## config.mk

```make
export PLATFORM = sky130hd
export DESIGN_NAME = urs_regs
export DESIGN_NICKNAME = d
export VERILOG_FILES = /design/src/urs_pkg.sv /design/src/urs_regs.sv /design/src/urs_sync.sv /design/src/urs_char_match.sv
export SDC_FILE = /design/constraint.sdc
export NUM_CORES = 1
export LEC_CHECK = 0
export BUFFER_PORTS_ARGS = -buffer_cell sky130_fd_sc_hd__buf_4
export CAP_MARGIN = 20
export CORE_MARGIN = 1
export CORE_UTILIZATION = 30
export CTS_CLUSTER_SIZE = 8
export DETAILED_ROUTE_END_ITERATION = 16
export PLACE_DENSITY_LB_ADDON = 0.08
export SKIP_CTS_REPAIR_TIMING = 1
export SYNTH_ARGS = -nofsm -noshare
export SYNTH_HDL_FRONTEND = slang
export SYNTH_HIERARCHICAL = 1
export SYNTH_SLANG_ARGS = --single-unit
```

## constraint.sdc

```tcl
create_clock -name clk -period 4.18 [get_ports clk]
set_input_delay 0.209 -clock clk [delete_from_list [all_inputs] [get_ports clk]]
set_output_delay 0.209 -clock clk [all_outputs]
set_load 0.02 [all_outputs]
```

## src/urs_pkg.sv

```systemverilog
// Shared constants and types of the reset-state register bank
package urs_pkg;
    localparam int ADDR_W = 5;
    localparam int DATA_W = 8;
    localparam int MODEM_W = 4;
    localparam int EV_W = 5;
    localparam int CHAR_N = 4;
    // Register addresses on the plain port
    localparam logic [4:0] A_HOLD = 5'h00;
    localparam logic [4:0] A_IER = 5'h01;
    localparam logic [4:0] A_ISR = 5'h02;
    localparam logic [4:0] A_LCR = 5'h03;
    localparam logic [4:0] A_MCR = 5'h04;
    localparam logic [4:0] A_LSR = 5'h05;
    localparam logic [4:0] A_MSR = 5'h06;
    localparam logic [4:0] A_SPR = 5'h07;
    localparam logic [4:0] A_EFR = 5'h08;
    localparam logic [4:0] A_XFR = 5'h09;
    localparam logic [4:0] A_IR_PULSE_WIDTH_REG = 5'h0a;
    localparam logic [4:0] A_RES1 = 5'h0b;
    localparam logic [4:0] A_RES2 = 5'h0c;
    localparam logic [4:0] A_PAU1 = 5'h0d;
    localparam logic [4:0] A_PAU2 = 5'h0e;
    localparam logic [4:0] A_EVST = 5'h0f;
    localparam logic [4:0] A_EVMSK = 5'h10;
    // Reset values and interrupt identification codes
    localparam logic [7:0] RST_ZERO = 8'h00;
    localparam logic [7:0] RST_SPR = 8'hff;
    localparam logic [7:0] RST_LSR = 8'h60;
    localparam logic [7:0] ISR_NONE = 8'h01;
    localparam logic [7:0] ISR_SPEC = 8'h10;
    localparam logic [7:0] ISR_RX = 8'h04;
    localparam logic [7:0] ISR_TX = 8'h02;
    localparam logic [7:0] ISR_MODEM = 8'h00;
    // Field positions
    localparam int LCR_DLAB = 7;
    localparam int MCR_DTR = 0;
    localparam int MCR_RTS = 1;
    localparam int MCR_OP1 = 2;
    localparam int MCR_OP2 = 3;
    localparam int MCR_LOOP = 4;
    localparam int MCR_IR = 6;
    localparam int EFR_ENH = 4;
    localparam int EFR_SPEC = 5;
    localparam int FCR_EN = 0;
    localparam int LSR_DR = 0;
    localparam int LSR_OVR = 1;
    localparam int LSR_THRE = 5;
    localparam int LSR_TEMT = 6;
    localparam int IER_RX = 0;
    localparam int IER_TX = 1;
    localparam int IER_MODEM = 3;
    localparam int IER_SPEC = 5;
    // Bits writable only while enhanced mode is open
    localparam logic [7:0] ENH_IER = 8'hf0;
    localparam logic [7:0] ENH_FCR = 8'h30;
    localparam logic [7:0] ENH_MCR = 8'he0;
    // Event bits of the sticky status register
    localparam int EV_RX = 0;
    localparam int EV_TXE = 1;
    localparam int EV_MODEM = 2;
    localparam int EV_SPEC = 3;
    localparam int EV_PAUSE = 4;
    // Flow character indices
    localparam int CH_RES1 = 0;
    localparam int CH_RES2 = 1;
    localparam int CH_PAU1 = 2;
    localparam int CH_PAU2 = 3;
    typedef enum logic [1:0] {
        URS_FC_OFF = 2'b00,
        URS_FC_SET2 = 2'b01,
        URS_FC_SET1 = 2'b10,
        URS_FC_BOTH = 2'b11
    } urs_rxfc_t;
endpackage : urs_pkg

```

## src/urs_regs.sv

```systemverilog
// Register bank with defined reset state, flow characters and reset pin levels
`timescale 1ns/100ps
// Behaviour
// Four read/write flow-control character registers
// Divisor and holding registers left uninitialised
// Control registers clear to zero on reset
// Status reads no interrupt pending after reset
// Line status resets to transmitter-empty only
// Modem deltas clear; upper bits follow inputs
// Infrared pulse width clears to zero
// Scratch register resets to all ones
// Enhanced features and flow characters clear
// Transmit idles high, low in infrared
// Modem and user outputs reset high
// Transmit ready low, receive ready high
// Strobe interrupt low; PC requests float
// Special character match flags status
// Host writes divisors before transmitting
module urs_regs (
    input wire logic clk,
    input wire logic rst_b,
    input wire logic [urs_pkg::ADDR_W-1:0] addr,
    input wire logic [7:0] wdata,
    input wire logic wr,
    input wire logic rd,
    output logic [7:0] rdata,
    input wire logic rx_char_valid,
    input wire logic [7:0] rx_char,
    output logic tx_char_valid,
    output logic [7:0] tx_char,
    input wire logic tx_char_done,
    input wire logic tx_bit,
    input wire logic tx_ir_bit,
    input wire logic cts_n,
    input wire logic dsr_n,
    input wire logic ri_n,
    input wire logic cd_n,
    input wire logic pc_mode,
    output logic [15:0] divisor,
    output logic [7:0] ir_pulse_width,
    output logic tx_paused,
    output logic tx_out,
    output logic rts_n,
    output logic dtr_n,
    output logic user_out_one_n,
    output logic user_out_two_n,
    output logic tx_ready_n,
    output logic rx_ready_n,
    output logic irq_out,
    output logic irq_req_a,
    output logic irq_req_b,
    output logic irq_req_c,
    output logic irq_oe_n
);
    logic [7:0] irq_enable_reg, fifo_control_reg, line_control_reg, modem_control_reg, extended_feature_reg, ir_pulse_width_reg, scratch, enhanced_feature_reg;
    logic [7:0] resume_char_one, resume_char_two, pause_char_one, pause_char_two;
    logic [7:0] next_ier, next_fcr, next_lcr, next_mcr, next_xfr, next_ir_pulse_width_reg;
    logic [7:0] next_scratch, next_efr;
    logic [7:0] next_res1, next_res2, next_pau1, next_pau2;
    logic [urs_pkg::EV_W-1:0] evt_status, evt_mask, next_evt_status, next_evt_mask;
    logic rx_full, thr_full, overrun, next_rx_full, next_thr_full, next_overrun;
    logic [urs_pkg::MODEM_W-1:0] msr_delta, msr_prev, next_msr_delta;
    logic msr_primed;
    logic next_tx_paused;
    logic [7:0] rx_holding, tx_holding, divisor_low, divisor_high;
    logic [7:0] next_rdata;
    logic next_tx_out, next_rts_n, next_dtr_n, next_op1_n, next_op2_n;
    logic next_irq_out, next_irq_oe_n;
    logic [urs_pkg::MODEM_W-1:0] modem_sync, modem_level;
    logic pc_sync;
    logic [urs_pkg::CHAR_N-1:0] match;
    logic [7:0] isr_val, lsr_val, msr_val;
    logic dlab, enh_open, wr_hold, rd_hold, spec_hit, pause_hit, resume_hit, irq_level;
    urs_pkg::urs_rxfc_t rx_fc_mode;

    urs_sync #(.WIDTH(urs_pkg::MODEM_W), .RST_VAL(4'hf)) u_modem_sync (
        .clk(clk),
        .rst_b(rst_b),
        .pin({cd_n, ri_n, dsr_n, cts_n}),
        .sync(modem_sync)
    );

    urs_sync #(.WIDTH(1), .RST_VAL(1'b0)) u_mode_sync (
        .clk(clk),
        .rst_b(rst_b),
        .pin(pc_mode),
        .sync(pc_sync)
    );

    urs_char_match u_match (
        .rx_char(rx_char),
        .resume_char_one(resume_char_one),
        .resume_char_two(resume_char_two),
        .pause_char_one(pause_char_one),
        .pause_char_two(pause_char_two),
        .match(match)
    );

    assign dlab = line_control_reg[urs_pkg::LCR_DLAB];
    assign enh_open = enhanced_feature_reg[urs_pkg::EFR_ENH];
    assign wr_hold = wr && addr == urs_pkg::A_HOLD && !dlab;
    assign rd_hold = rd && addr == urs_pkg::A_HOLD && !dlab;
    assign divisor = {divisor_high, divisor_low};
    assign ir_pulse_width = ir_pulse_width_reg;
    assign tx_char = tx_holding;
    assign tx_char_valid = thr_full && !tx_paused;
    assign rx_fc_mode = urs_pkg::urs_rxfc_t'(enhanced_feature_reg[1:0]);
    // Special character compare against the second pause character
    assign spec_hit = rx_char_valid && enhanced_feature_reg[urs_pkg::EFR_SPEC] && match[urs_pkg::CH_PAU2];
    assign irq_level = |(evt_status & evt_mask);

    // Modem levels: complement of pins, or control bits in loopback
    always_comb begin
        if (modem_control_reg[urs_pkg::MCR_LOOP]) begin
            modem_level = {modem_control_reg[urs_pkg::MCR_OP2], modem_control_reg[urs_pkg::MCR_OP1],
                           modem_control_reg[urs_pkg::MCR_DTR], modem_control_reg[urs_pkg::MCR_RTS]};
        end else begin
            modem_level = ~modem_sync;
        end
    end

    // Receive flow compare set selected by the enhanced feature bits
    always_comb begin
        pause_hit = 1'b0;
        resume_hit = 1'b0;
        case (rx_fc_mode)
            urs_pkg::URS_FC_SET1: begin
                pause_hit = match[urs_pkg::CH_PAU1];
                resume_hit = match[urs_pkg::CH_RES1];
            end
            urs_pkg::URS_FC_SET2: begin
                pause_hit = match[urs_pkg::CH_PAU2];
                resume_hit = match[urs_pkg::CH_RES2];
            end
            urs_pkg::URS_FC_BOTH: begin
                pause_hit = match[urs_pkg::CH_PAU1] || match[urs_pkg::CH_PAU2];
                resume_hit = match[urs_pkg::CH_RES1] || match[urs_pkg::CH_RES2];
            end
            default: begin
                pause_hit = 1'b0;
                resume_hit = 1'b0;
            end
        endcase
        pause_hit = pause_hit && rx_char_valid;
        resume_hit = resume_hit && rx_char_valid;
    end

    // Interrupt identification, no interrupt pending reads as idle code
    always_comb begin
        if (evt_status[urs_pkg::EV_SPEC] && irq_enable_reg[urs_pkg::IER_SPEC]) begin
            isr_val = urs_pkg::ISR_SPEC;
        end else if (rx_full && irq_enable_reg[urs_pkg::IER_RX]) begin
            isr_val = urs_pkg::ISR_RX;
        end else if (!thr_full && evt_status[urs_pkg::EV_TXE] && irq_enable_reg[urs_pkg::IER_TX]) begin
            isr_val = urs_pkg::ISR_TX;
        end else if ((|msr_delta) && irq_enable_reg[urs_pkg::IER_MODEM]) begin
            isr_val = urs_pkg::ISR_MODEM;
        end else begin
            isr_val = urs_pkg::ISR_NONE;
        end
        isr_val[7:6] = {2{fifo_control_reg[urs_pkg::FCR_EN]}};
    end

    // Line and modem status views
    always_comb begin
        lsr_val = urs_pkg::RST_ZERO;
        lsr_val[urs_pkg::LSR_DR] = rx_full;
        lsr_val[urs_pkg::LSR_OVR] = overrun;
        lsr_val[urs_pkg::LSR_THRE] = !thr_full;
        lsr_val[urs_pkg::LSR_TEMT] = !thr_full;
        msr_val = {modem_level, msr_delta};
    end

    // Next values of the control registers and status
    always_comb begin
        next_ier = irq_enable_reg;
        next_fcr = fifo_control_reg;
        next_lcr = line_control_reg;
        next_mcr = modem_control_reg;
        next_xfr = extended_feature_reg;
        next_ir_pulse_width_reg = ir_pulse_width_reg;
        next_scratch = scratch;
        next_efr = enhanced_feature_reg;
        next_res1 = resume_char_one;
        next_res2 = resume_char_two;
        next_pau1 = pause_char_one;
        next_pau2 = pause_char_two;
        next_evt_mask = evt_mask;
        next_evt_status = evt_status;
        next_rx_full = rx_full;
        next_thr_full = thr_full;
        next_overrun = overrun;
        next_msr_delta = msr_delta;
        next_tx_paused = tx_paused;
        if (wr) begin
            case (addr)
                urs_pkg::A_IER: begin
                    if (!dlab) begin
                        next_ier = enh_open ? wdata : ((irq_enable_reg & urs_pkg::ENH_IER)
                                   | (wdata & ~urs_pkg::ENH_IER));
                    end
                end
                urs_pkg::A_ISR: begin
                    next_fcr = enh_open ? wdata : ((fifo_control_reg & urs_pkg::ENH_FCR)
                               | (wdata & ~urs_pkg::ENH_FCR));
                end
                urs_pkg::A_LCR: next_lcr = wdata;
                urs_pkg::A_MCR: begin
                    next_mcr = enh_open ? wdata : ((modem_control_reg & urs_pkg::ENH_MCR)
                               | (wdata & ~urs_pkg::ENH_MCR));
                end
                urs_pkg::A_SPR: next_scratch = wdata;
                urs_pkg::A_EFR: next_efr = wdata;
                urs_pkg::A_XFR: next_xfr = enh_open ? wdata : extended_feature_reg;
                urs_pkg::A_IR_PULSE_WIDTH_REG: next_ir_pulse_width_reg = enh_open ? wdata : ir_pulse_width_reg;
                urs_pkg::A_RES1: next_res1 = wdata;
                urs_pkg::A_RES2: next_res2 = wdata;
                urs_pkg::A_PAU1: next_pau1 = wdata;
                urs_pkg::A_PAU2: next_pau2 = wdata;
                urs_pkg::A_EVMSK: next_evt_mask = wdata[urs_pkg::EV_W-1:0];
                default: next_ier = irq_enable_reg;
            endcase
        end
        // Read side effects; sets below win over these clears
        if (rd_hold) begin
            next_rx_full = 1'b0;
        end
        if (rd && addr == urs_pkg::A_LSR) begin
            next_overrun = 1'b0;
        end
        if (rd && addr == urs_pkg::A_MSR) begin
            next_msr_delta = '0;
        end
        if (rd && addr == urs_pkg::A_EVST) begin
            next_evt_status = '0;
        end
        if (tx_char_done) begin
            next_thr_full = 1'b0;
            next_evt_status[urs_pkg::EV_TXE] = 1'b1;
        end
        if (wr_hold) begin
            next_thr_full = 1'b1;
        end
        if (rx_char_valid) begin
            next_overrun = overrun || rx_full;
            next_rx_full = 1'b1;
            next_evt_status[urs_pkg::EV_RX] = 1'b1;
        end
        if (msr_primed) begin
            next_msr_delta = next_msr_delta | (modem_level ^ msr_prev);
        end
        if (|next_msr_delta && !(|msr_delta)) begin
            next_evt_status[urs_pkg::EV_MODEM] = 1'b1;
        end
        if (spec_hit) begin
            next_evt_status[urs_pkg::EV_SPEC] = 1'b1;
        end
        if (pause_hit) begin
            next_tx_paused = 1'b1;
            next_evt_status[urs_pkg::EV_PAUSE] = 1'b1;
        end else if (resume_hit || rx_fc_mode == urs_pkg::URS_FC_OFF) begin
            next_tx_paused = 1'b0;
        end
    end

    // Control registers: all take their documented reset values
    always_ff @(posedge clk or negedge rst_b) begin
        if (!rst_b) begin
            irq_enable_reg <= urs_pkg::RST_ZERO;
            fifo_control_reg <= urs_pkg::RST_ZERO;
            line_control_reg <= urs_pkg::RST_ZERO;
            modem_control_reg <= urs_pkg::RST_ZERO;
            extended_feature_reg <= urs_pkg::RST_ZERO;
            ir_pulse_width_reg <= urs_pkg::RST_ZERO;
            scratch <= urs_pkg::RST_SPR;
            enhanced_feature_reg <= urs_pkg::RST_ZERO;
            resume_char_one <= urs_pkg::RST_ZERO;
            resume_char_two <= urs_pkg::RST_ZERO;
            pause_char_one <= urs_pkg::RST_ZERO;
            pause_char_two <= urs_pkg::RST_ZERO;
            evt_mask <= '0;
            evt_status <= '0;
            rx_full <= 1'b0;
            thr_full <= 1'b0;
            overrun <= 1'b0;
            msr_delta <= '0;
            tx_paused <= 1'b0;
        end else begin
            irq_enable_reg <= next_ier;
            fifo_control_reg <= next_fcr;
            line_control_reg <= next_lcr;
            modem_control_reg <= next_mcr;
            extended_feature_reg <= next_xfr;
            ir_pulse_width_reg <= next_ir_pulse_width_reg;
            scratch <= next_scratch;
            enhanced_feature_reg <= next_efr;
            resume_char_one <= next_res1;
            resume_char_two <= next_res2;
            pause_char_one <= next_pau1;
            pause_char_two <= next_pau2;
            evt_mask <= next_evt_mask;
            evt_status <= next_evt_status;
            rx_full <= next_rx_full;
            thr_full <= next_thr_full;
            overrun <= next_overrun;
            msr_delta <= next_msr_delta;
            tx_paused <= next_tx_paused;
        end
    end

    // Previous modem levels; deltas only once a reference exists
    always_ff @(posedge clk or negedge rst_b) begin
        if (!rst_b) begin
            msr_prev <= '0;
            msr_primed <= 1'b0;
        end else begin
            msr_prev <= modem_level;
            msr_primed <= 1'b1;
        end
    end

    // Data registers without reset: contents undefined until written
    always_ff @(posedge clk) begin
        if (wr && addr == urs_pkg::A_HOLD && dlab) begin
            divisor_low <= wdata;
        end
        if (wr && addr == urs_pkg::A_IER && dlab) begin
            divisor_high <= wdata;
        end
        if (wr_hold) begin
            tx_holding <= wdata;
        end
        if (rx_char_valid) begin
            rx_holding <= rx_char;
        end
    end

    // Read data mux, answered the cycle after the strobe
    always_comb begin
        next_rdata = urs_pkg::RST_ZERO;
        if (rd) begin
            case (addr)
                urs_pkg::A_HOLD: next_rdata = dlab ? divisor_low : rx_holding;
                urs_pkg::A_IER: next_rdata = dlab ? divisor_high : irq_enable_reg;
                urs_pkg::A_ISR: next_rdata = isr_val;
                urs_pkg::A_LCR: next_rdata = line_control_reg;
                urs_pkg::A_MCR: next_rdata = modem_control_reg;
                urs_pkg::A_LSR: next_rdata = lsr_val;
                urs_pkg::A_MSR: next_rdata = msr_val;
                urs_pkg::A_SPR: next_rdata = scratch;
                urs_pkg::A_EFR: next_rdata = enhanced_feature_reg;
                urs_pkg::A_XFR: next_rdata = extended_feature_reg;
                urs_pkg::A_RES1: next_rdata = resume_char_one;
                urs_pkg::A_RES2: next_rdata = resume_char_two;
                urs_pkg::A_PAU1: next_rdata = pause_char_one;
                urs_pkg::A_PAU2: next_rdata = pause_char_two;
                urs_pkg::A_EVST: next_rdata = {3'h0, evt_status};
                urs_pkg::A_EVMSK: next_rdata = {3'h0, evt_mask};
                default: next_rdata = urs_pkg::RST_ZERO;
            endcase
        end
    end

    // Pin levels derived from the registers
    always_comb begin
        if (modem_control_reg[urs_pkg::MCR_LOOP]) begin
            next_tx_out = !modem_control_reg[urs_pkg::MCR_IR];
        end else begin
            next_tx_out = modem_control_reg[urs_pkg::MCR_IR] ? tx_ir_bit : tx_bit;
        end
        next_rts_n = !modem_control_reg[urs_pkg::MCR_RTS] || modem_control_reg[urs_pkg::MCR_LOOP];
        next_dtr_n = !modem_control_reg[urs_pkg::MCR_DTR] || modem_control_reg[urs_pkg::MCR_LOOP];
        next_op1_n = !modem_control_reg[urs_pkg::MCR_OP1] || modem_control_reg[urs_pkg::MCR_LOOP];
        next_op2_n = !modem_control_reg[urs_pkg::MCR_OP2] || modem_control_reg[urs_pkg::MCR_LOOP];
        next_irq_out = irq_level && !pc_sync;
        next_irq_oe_n = !(pc_sync && modem_control_reg[urs_pkg::MCR_OP2]);
    end

    always_ff @(posedge clk or negedge rst_b) begin
        if (!rst_b) begin
            rdata <= urs_pkg::RST_ZERO;
            tx_out <= 1'b1;
            rts_n <= 1'b1;
            dtr_n <= 1'b1;
            user_out_one_n <= 1'b1;
            user_out_two_n <= 1'b1;
            tx_ready_n <= 1'b0;
            rx_ready_n <= 1'b1;
            irq_out <= 1'b0;
            irq_oe_n <= 1'b1;
            irq_req_a <= 1'b0;
        end else begin
            rdata <= next_rdata;
            tx_out <= next_tx_out;
            rts_n <= next_rts_n;
            dtr_n <= next_dtr_n;
            user_out_one_n <= next_op1_n;
            user_out_two_n <= next_op2_n;
            tx_ready_n <= next_thr_full;
            rx_ready_n <= !next_rx_full;
            irq_out <= next_irq_out;
            irq_oe_n <= next_irq_oe_n;
            irq_req_a <= irq_level;
        end
    end
    assign irq_req_b = irq_req_a;
    assign irq_req_c = irq_req_a;
endmodule : urs_regs

```

## src/urs_sync.sv

```systemverilog
// Two-flop synchroniser for a group of pin inputs
`timescale 1ns/100ps
module urs_sync #(
    parameter int WIDTH = 4,
    parameter logic [WIDTH-1:0] RST_VAL = '1
) (
    input wire logic clk,
    input wire logic rst_b,
    input wire logic [WIDTH-1:0] pin,
    output logic [WIDTH-1:0] sync
);
    logic [WIDTH-1:0] meta;
    genvar i;
    generate
        for (i = 0; i < WIDTH; i++) begin : g_bit
            always_ff @(posedge clk or negedge rst_b) begin
                if (!rst_b) begin
                    meta[i] <= RST_VAL[i];
                    sync[i] <= RST_VAL[i];
                end else begin
                    meta[i] <= pin[i];
                    sync[i] <= meta[i];
                end
            end
        end
    endgenerate
endmodule : urs_sync

```

## src/urs_char_match.sv

```systemverilog
// Compares a received character with the four flow characters
`timescale 1ns/100ps
module urs_char_match (
    input wire logic [7:0] rx_char,
    input wire logic [7:0] resume_char_one,
    input wire logic [7:0] resume_char_two,
    input wire logic [7:0] pause_char_one,
    input wire logic [7:0] pause_char_two,
    output logic [urs_pkg::CHAR_N-1:0] match
);
    logic [7:0] chars [urs_pkg::CHAR_N];
    assign chars[urs_pkg::CH_RES1] = resume_char_one;
    assign chars[urs_pkg::CH_RES2] = resume_char_two;
    assign chars[urs_pkg::CH_PAU1] = pause_char_one;
    assign chars[urs_pkg::CH_PAU2] = pause_char_two;
    genvar i;
    generate
        for (i = 0; i < urs_pkg::CHAR_N; i++) begin : g_cmp
            assign match[i] = (rx_char == chars[i]);
        end
    endgenerate
endmodule : urs_char_match

```

==> impl_metrics.py, run 1 <==
metrics = {
    "clock_tree": {
        "clkTransAtPathRegs_ps": 70,
        "htreeDepth": 4,
        "cts_tree": "yes",
        "cts.sinks": 171,
        "cts_buffer_depth": 2,
        "clk_latency_ps": 430,
        "root_buffer": "clkbuf_16",
        "numCtsBuffers": 17,
    },
    "sta": {
        "finalHoldViolCount": 0,
        "rsz0062_at_grt": "no",
        "finClkSkew_ps": 10.14,
        "worst_pin_slew_ps": 912.7,
        "period_needed_ps": 2202,
        "tns_ps": 0,
        "relSlewSlack_pct": 39.03,
        "finalCritPeriodShare_pct": 52.68,
        "setup_viol": 0,
        "timing.fmax_mhz": 454.1,
        "final_max_slew_viol_count": 0,
    },
    "synth": {
        "ys_seq_area_share_pct": 57.14,
        "synth_flop_cell": "dfrtp_1",
        "synth-adder-area-share_pct": 0,
        "synth_compound_area_share_pct": 8.960,
        "synth_top_family_by_area": "multiplexers",
        "synth_xor_area_share_pct": 3.584,
        "synthesis.nets": 624,
        "synth_edf_count": 32,
        "synth_simple_gate_area_share_pct": 10.69,
        "synth_warnings": 6,
        "syn_inst": 590,
        "yosys_register_bits": 171,
        "syn_area_per_cell_um2": 13.25,
        "synth_cell_types": 67,
        "postSynth.asyncResetShare_pct": 81.29,
        "synth_mux_area_share_pct": 16.03,
        "synthesis.area_um2": 7820,
    },
    "final_layout": {
        "drive_gt1_share_pct": 37.21,
        "synthToLayoutAreaGrowth_pct": 20.05,
        "layoutNonFillerInstCount": 1010,
        "layout_common_cells": "dfrtp_1 (116), buf_4 (87), mux2_2 (82)",
        "nNetsFinal": 701,
        "antennaDiodeCount": 0,
        "final_common_cell": "dfrtp_1",
    },
    "global_routing": {
        "grt_pass1_vias": 5423,
        "grt-ovfl-total": 0,
        "antenna_found_initial": 0,
        "grt_max_degree": 114,
        "gr-usage-all-layers_pct": 20.13,
        "grt_pass1_wl_um": 38040,
    },
    "power_and_ir_drop": {
        "p_leak_nw": 3.847,
        "ir_drop_v": 0.0002596,
        "seqPwrFrac_pct": 47.8,
        "fin_total_pwr_mw": 4.458,
        "p_switching_mw": 1.263,
        "clockPowerShare_pct": 37.6,
        "p_comb_share_pct": 14.5,
        "power_density_nw_per_um2": 474.9,
        "p_int_mw": 3.195,
        "switching_share_pct": 28.33,
    },
    "place": {
        "hpwlAfterDp_um": 18500,
        "place_congestion": 0.8819,
        "dp.cells": 970,
        "portBuffers": 87,
    },
    "job": {
        "cap_violations": 0,
    },
    "floorplanning": {
        "rows": 58,
        "die_w_um": 163.5,
        "core-area_um2": 25400,
        "die_h_um": 163.5,
        "start_util_pct": 30.79,
        "dieArea_um2": 26720,
        "pin_count": 88,
    },
    "hold_path": {
        "hold_path_depth": 3,
        "hold_start": "tx_ir_bit",
        "hold_path.class": "input port to flop",
        "min_to": "tx_out",
    },
    "worst_setup_path": {
        "ff2ff_path_depth": 6,
        "critPathArrivalTime_ps": 2460,
        "r2r-start": "line_control_reg[7]",
        "worst_r2r_endpoint": "rdata[1]",
        "cp-end-kind": "flop",
        "startpoint": "line_control_reg[7]",
        "critPathKind": "flop to flop",
        "critPathRequiredTime_ps": 4440,
        "start_kind": "flop",
        "worstPathMaxFanout": 14,
        "rrSetupSlack_ps": 1980,
    },
    "routing": {
        "wl_per_cell_um": 25.60,
        "drc": 0,
        "dr.first_iter.drc_count": 360,
        "viasPerCell": 5.306,
        "antenna_left": 0,
        "drt-pass1-iter-count": 7,
        "totalWireLength_um": 25860,
        "vias": 5359,
    },
    "run_status": {
        "status": "complete, no violations",
    },
}
metrics by stage:
step	hold slack, ps	setup slack, ps	util (%)	instance area, µm²
5_1_grt	4.946	1775	36.96	9388
3_5_place_dp	319.1	1581	34.16	8677
2_1_floorplan	-86.59	2504	-	7820
3_3_place_gp	317.8	1506	34.05	8650
6_report	9.769	1978	36.96	9388
4_1_cts	-130.1	1988	36.58	9290
worst max-delay path, stage by stage, from the launching register on:
cell and delay [ps]:
dfrtp_1 670, buf_16 230, mux2i_1 260, nor3_1 80, a221o_1 330, a2111oi_2 240, a41oi_1 210
final cells by class:
class / count / area [µm²]
tap: 330 / 412.9
sequential: 171 / 4468
multi-input combinational: 372 / 3074
fill: 2491 / 16010
clock inverter: 14 / 183.9
clock buffer: 18 / 429.2
inverter: 8 / 30.03
timing repair buffer: 97 / 789.5
cell usage after synthesis, types with 9 or more instances:
cell	count	share of area, %
mux2_2	82	12
buf_4	11	1.1
nand2_2	9	0.72
nor2b_1	9	0.72
dfrtp_1	116	37
buf_2	11	0.70
o21ai_0	11	0.70
mux2_1	10	1.4
xnor2_1	32	3.6
nor2_1	17	0.82
nand2b_1	13	1.0
nand4_1	11	0.88
mux2i_1	18	2.3
dfstp_2	23	7.7
clkbuf_1	10	0.48
edfxtp_1	32	12
a22oi_1	13	1.2
nand2_1	28	1.3
worst max path at each step:
stage,to,slack (ps),cells past startpoint
final,rdata[1],1980,6
after global routing,evt_status[2],1770,5
after CTS,rdata[5],1990,4
after detailed placement,tx_char[5],1580,4
after global placement,divisor_low[3],1510,4
after floorplan,divisor_high[0],2500,4
metal layers:
layer	track usage (%)	vias to the layer above	wire length [µm]
met5	0	-	0
met4	5.556	0	488
met3	3.860	34	1538
met2	31.55	208	12280
met1	28.22	2782	11550
li1	-	2335	-
kinds of logic after synthesis:
kind of cell | count (synthesis)
xor+xnor | 32
simple gates | 137
other cells | 1
buf+inv | 47
mux | 112
compound gates | 90
flops | 171
power by group through the flow:
stage                     logic [mW]  registers [mW]  clock network, mW
after floorplan                0.406            2.09                  0
after global placement         0.614            2.17                  0
after detailed placement       0.647            2.16                  0
after CTS                      0.649            2.13               1.70
after global routing           0.704            2.16               1.77
final                          0.649            2.13               1.68
No activity file was read; power rests on OpenSTA's default activity.
==> run 2, diff against run 1 <==
==> constraint.sdc (replaced) <==
create_clock -name clk -period 2.15 [get_ports clk]
set_input_delay 0.1075 -clock clk [delete_from_list [all_inputs] [get_ports clk]]
set_output_delay 0.1075 -clock clk [all_outputs]
set_load 0.02 [all_outputs]
==> run 2 against run 1 <==
Effect of this change:
- critical path depth is 2 lower
- sequential power is 94% higher
- via count grew 1.5%
- flip-flop and latch count did not move
- non-clock buffer count is 39 higher
- combinational power grew 100%
- maximum frequency rose by 11%
- critical path type unchanged
==> impl_metrics.py, run 2 (synthesis results as in run 1) <==
metrics = {
    "power_and_ir_drop": {
        "p_leak_nw": 3.989,
        "power_density_nw_per_um2": 876.1,
        "ir_drop_v": 0.0004549,
        "fin_total_pwr_mw": 8.442,
    },
    "global_routing": {
        "antenna_found_initial": 0,
        "grt-ovfl-total": 0,
        "grt_max_degree": 53,
        "grt_pass1_vias": 5619,
        "gr-usage-all-layers_pct": 20.38,
        "grt_pass1_wl_um": 38410,
    },
    "routing": {
        "antenna_left": 0,
        "viasPerCell": 5.187,
        "drt-pass1-iter-count": 5,
        "drc": 0,
        "totalWireLength_um": 26110,
        "wl_per_cell_um": 24.89,
        "vias": 5441,
        "dr.first_iter.drc_count": 326,
    },
    "clock_tree": {
        "cts_buffer_depth": 2,
        "cts_tree": "yes",
        "clkTransAtPathRegs_ps": 80,
        "clk_latency_ps": 430,
        "root_buffer": "clkbuf_16",
        "numCtsBuffers": 17,
        "cts.sinks": 171,
        "htreeDepth": 4,
    },
    "place": {
        "postPlaceCellArea_um2": 8900,
        "portBuffers": 87,
        "dp.cells": 999,
        "hpwlAfterDp_um": 19310,
        "place_congestion": 0.8830,
    },
    "sta": {
        "tns_ps": 0,
        "timing.fmax_mhz": 505.0,
        "period_needed_ps": 1980,
        "worst_pin_slew_ps": 606.3,
        "rsz0062_at_grt": "no",
        "setup_viol": 0,
        "final_max_slew_viol_count": 0,
        "finalCritPeriodShare_pct": 92.11,
        "relSlewSlack_pct": 59.21,
        "finalHoldViolCount": 0,
        "finClkSkew_ps": 12.72,
    },
    "hold_path": {
        "hold_path.class": "input port to flop",
    },
    "floorplanning": {
        "rows": 58,
        "die_w_um": 163.5,
        "die_h_um": 163.5,
        "core-area_um2": 25400,
        "start_util_pct": 30.79,
        "pin_count": 88,
        "dieArea_um2": 26720,
    },
    "final_layout": {
        "fin_util_pct": 37.94,
        "layoutNonFillerInstCount": 1049,
        "drive_gt1_share_pct": 39.22,
        "nNetsFinal": 740,
        "stdcell_area_um2": 9637,
        "layout_common_cells": "dfrtp_1 (115), buf_4 (115), mux2_2 (82)",
        "synthToLayoutAreaGrowth_pct": 23.23,
        "antennaDiodeCount": 0,
    },
    "worst_setup_path": {
        "critPathKind": "flop to flop",
        "critPathArrivalTime_ps": 2310,
        "start_kind": "flop",
        "worstPathMaxFanout": 18,
        "rrSetupSlack_ps": 170,
        "critPathRequiredTime_ps": 2480,
        "cp-end-kind": "flop",
    },
    "job": {
        "cap_violations": 0,
    },
    "run_status": {
        "status": "complete, no violations",
    },
}
## run 2: power breakdown
group	internal, mW	switching (mW)
Clock	1.52	1.47
Combinational	0.653	0.671
Sequential	3.74	0.393
## run 2: layout make-up
class	instances	area, µm²
sequential	171	4469
clock inverter	15	130.1
fill	2495	15760
clock buffer	17	425.4
multi-input combinational	372	3074
tap	330	412.9
timing repair buffer	136	1095
inverter	8	30.03
## run 2: worst paths after layout
check / end / start / cells past startpoint
worst max-delay path: rdata[5] / modem_control_reg[4] / 4
max in group asynchronous: scratch[7] / rst_b / 3
worst min-delay path: divisor_high[7] / wdata[7] / 1
min in group asynchronous: msr_primed / rst_b / 2
worst max register to register: rdata[5] / modem_control_reg[4] / 4
worst min register to register: u_mode_sync/sync / u_mode_sync/meta / 0
## run 2: critical path: stages, from the launching register on
cell and delay (ps):
dfrtp_2 550, nor2b_1 260, o32ai_1 570, and4b_1 280, a31oi_1 220
## run 2: metal layers
layer / global-route usage [%] / up-vias / share of wire (%)
met5: 0 / - / 0
met4: 6.734 / 0 / 2.2
met3: 3.555 / 31 / 4.2
met2: 31.99 / 157 / 47
met1: 28.29 / 2839 / 47
li1: - / 2414 / -
## run 2: stage by stage
step	hold slack, ps	setup slack (ps)
floorplan	-188.1	473.6
global placement	122.5	3.915
detailed placement	119.7	-32.89
CTS	-349.6	-54.13
global route	10.30	118.3
finish	9.356	169.7
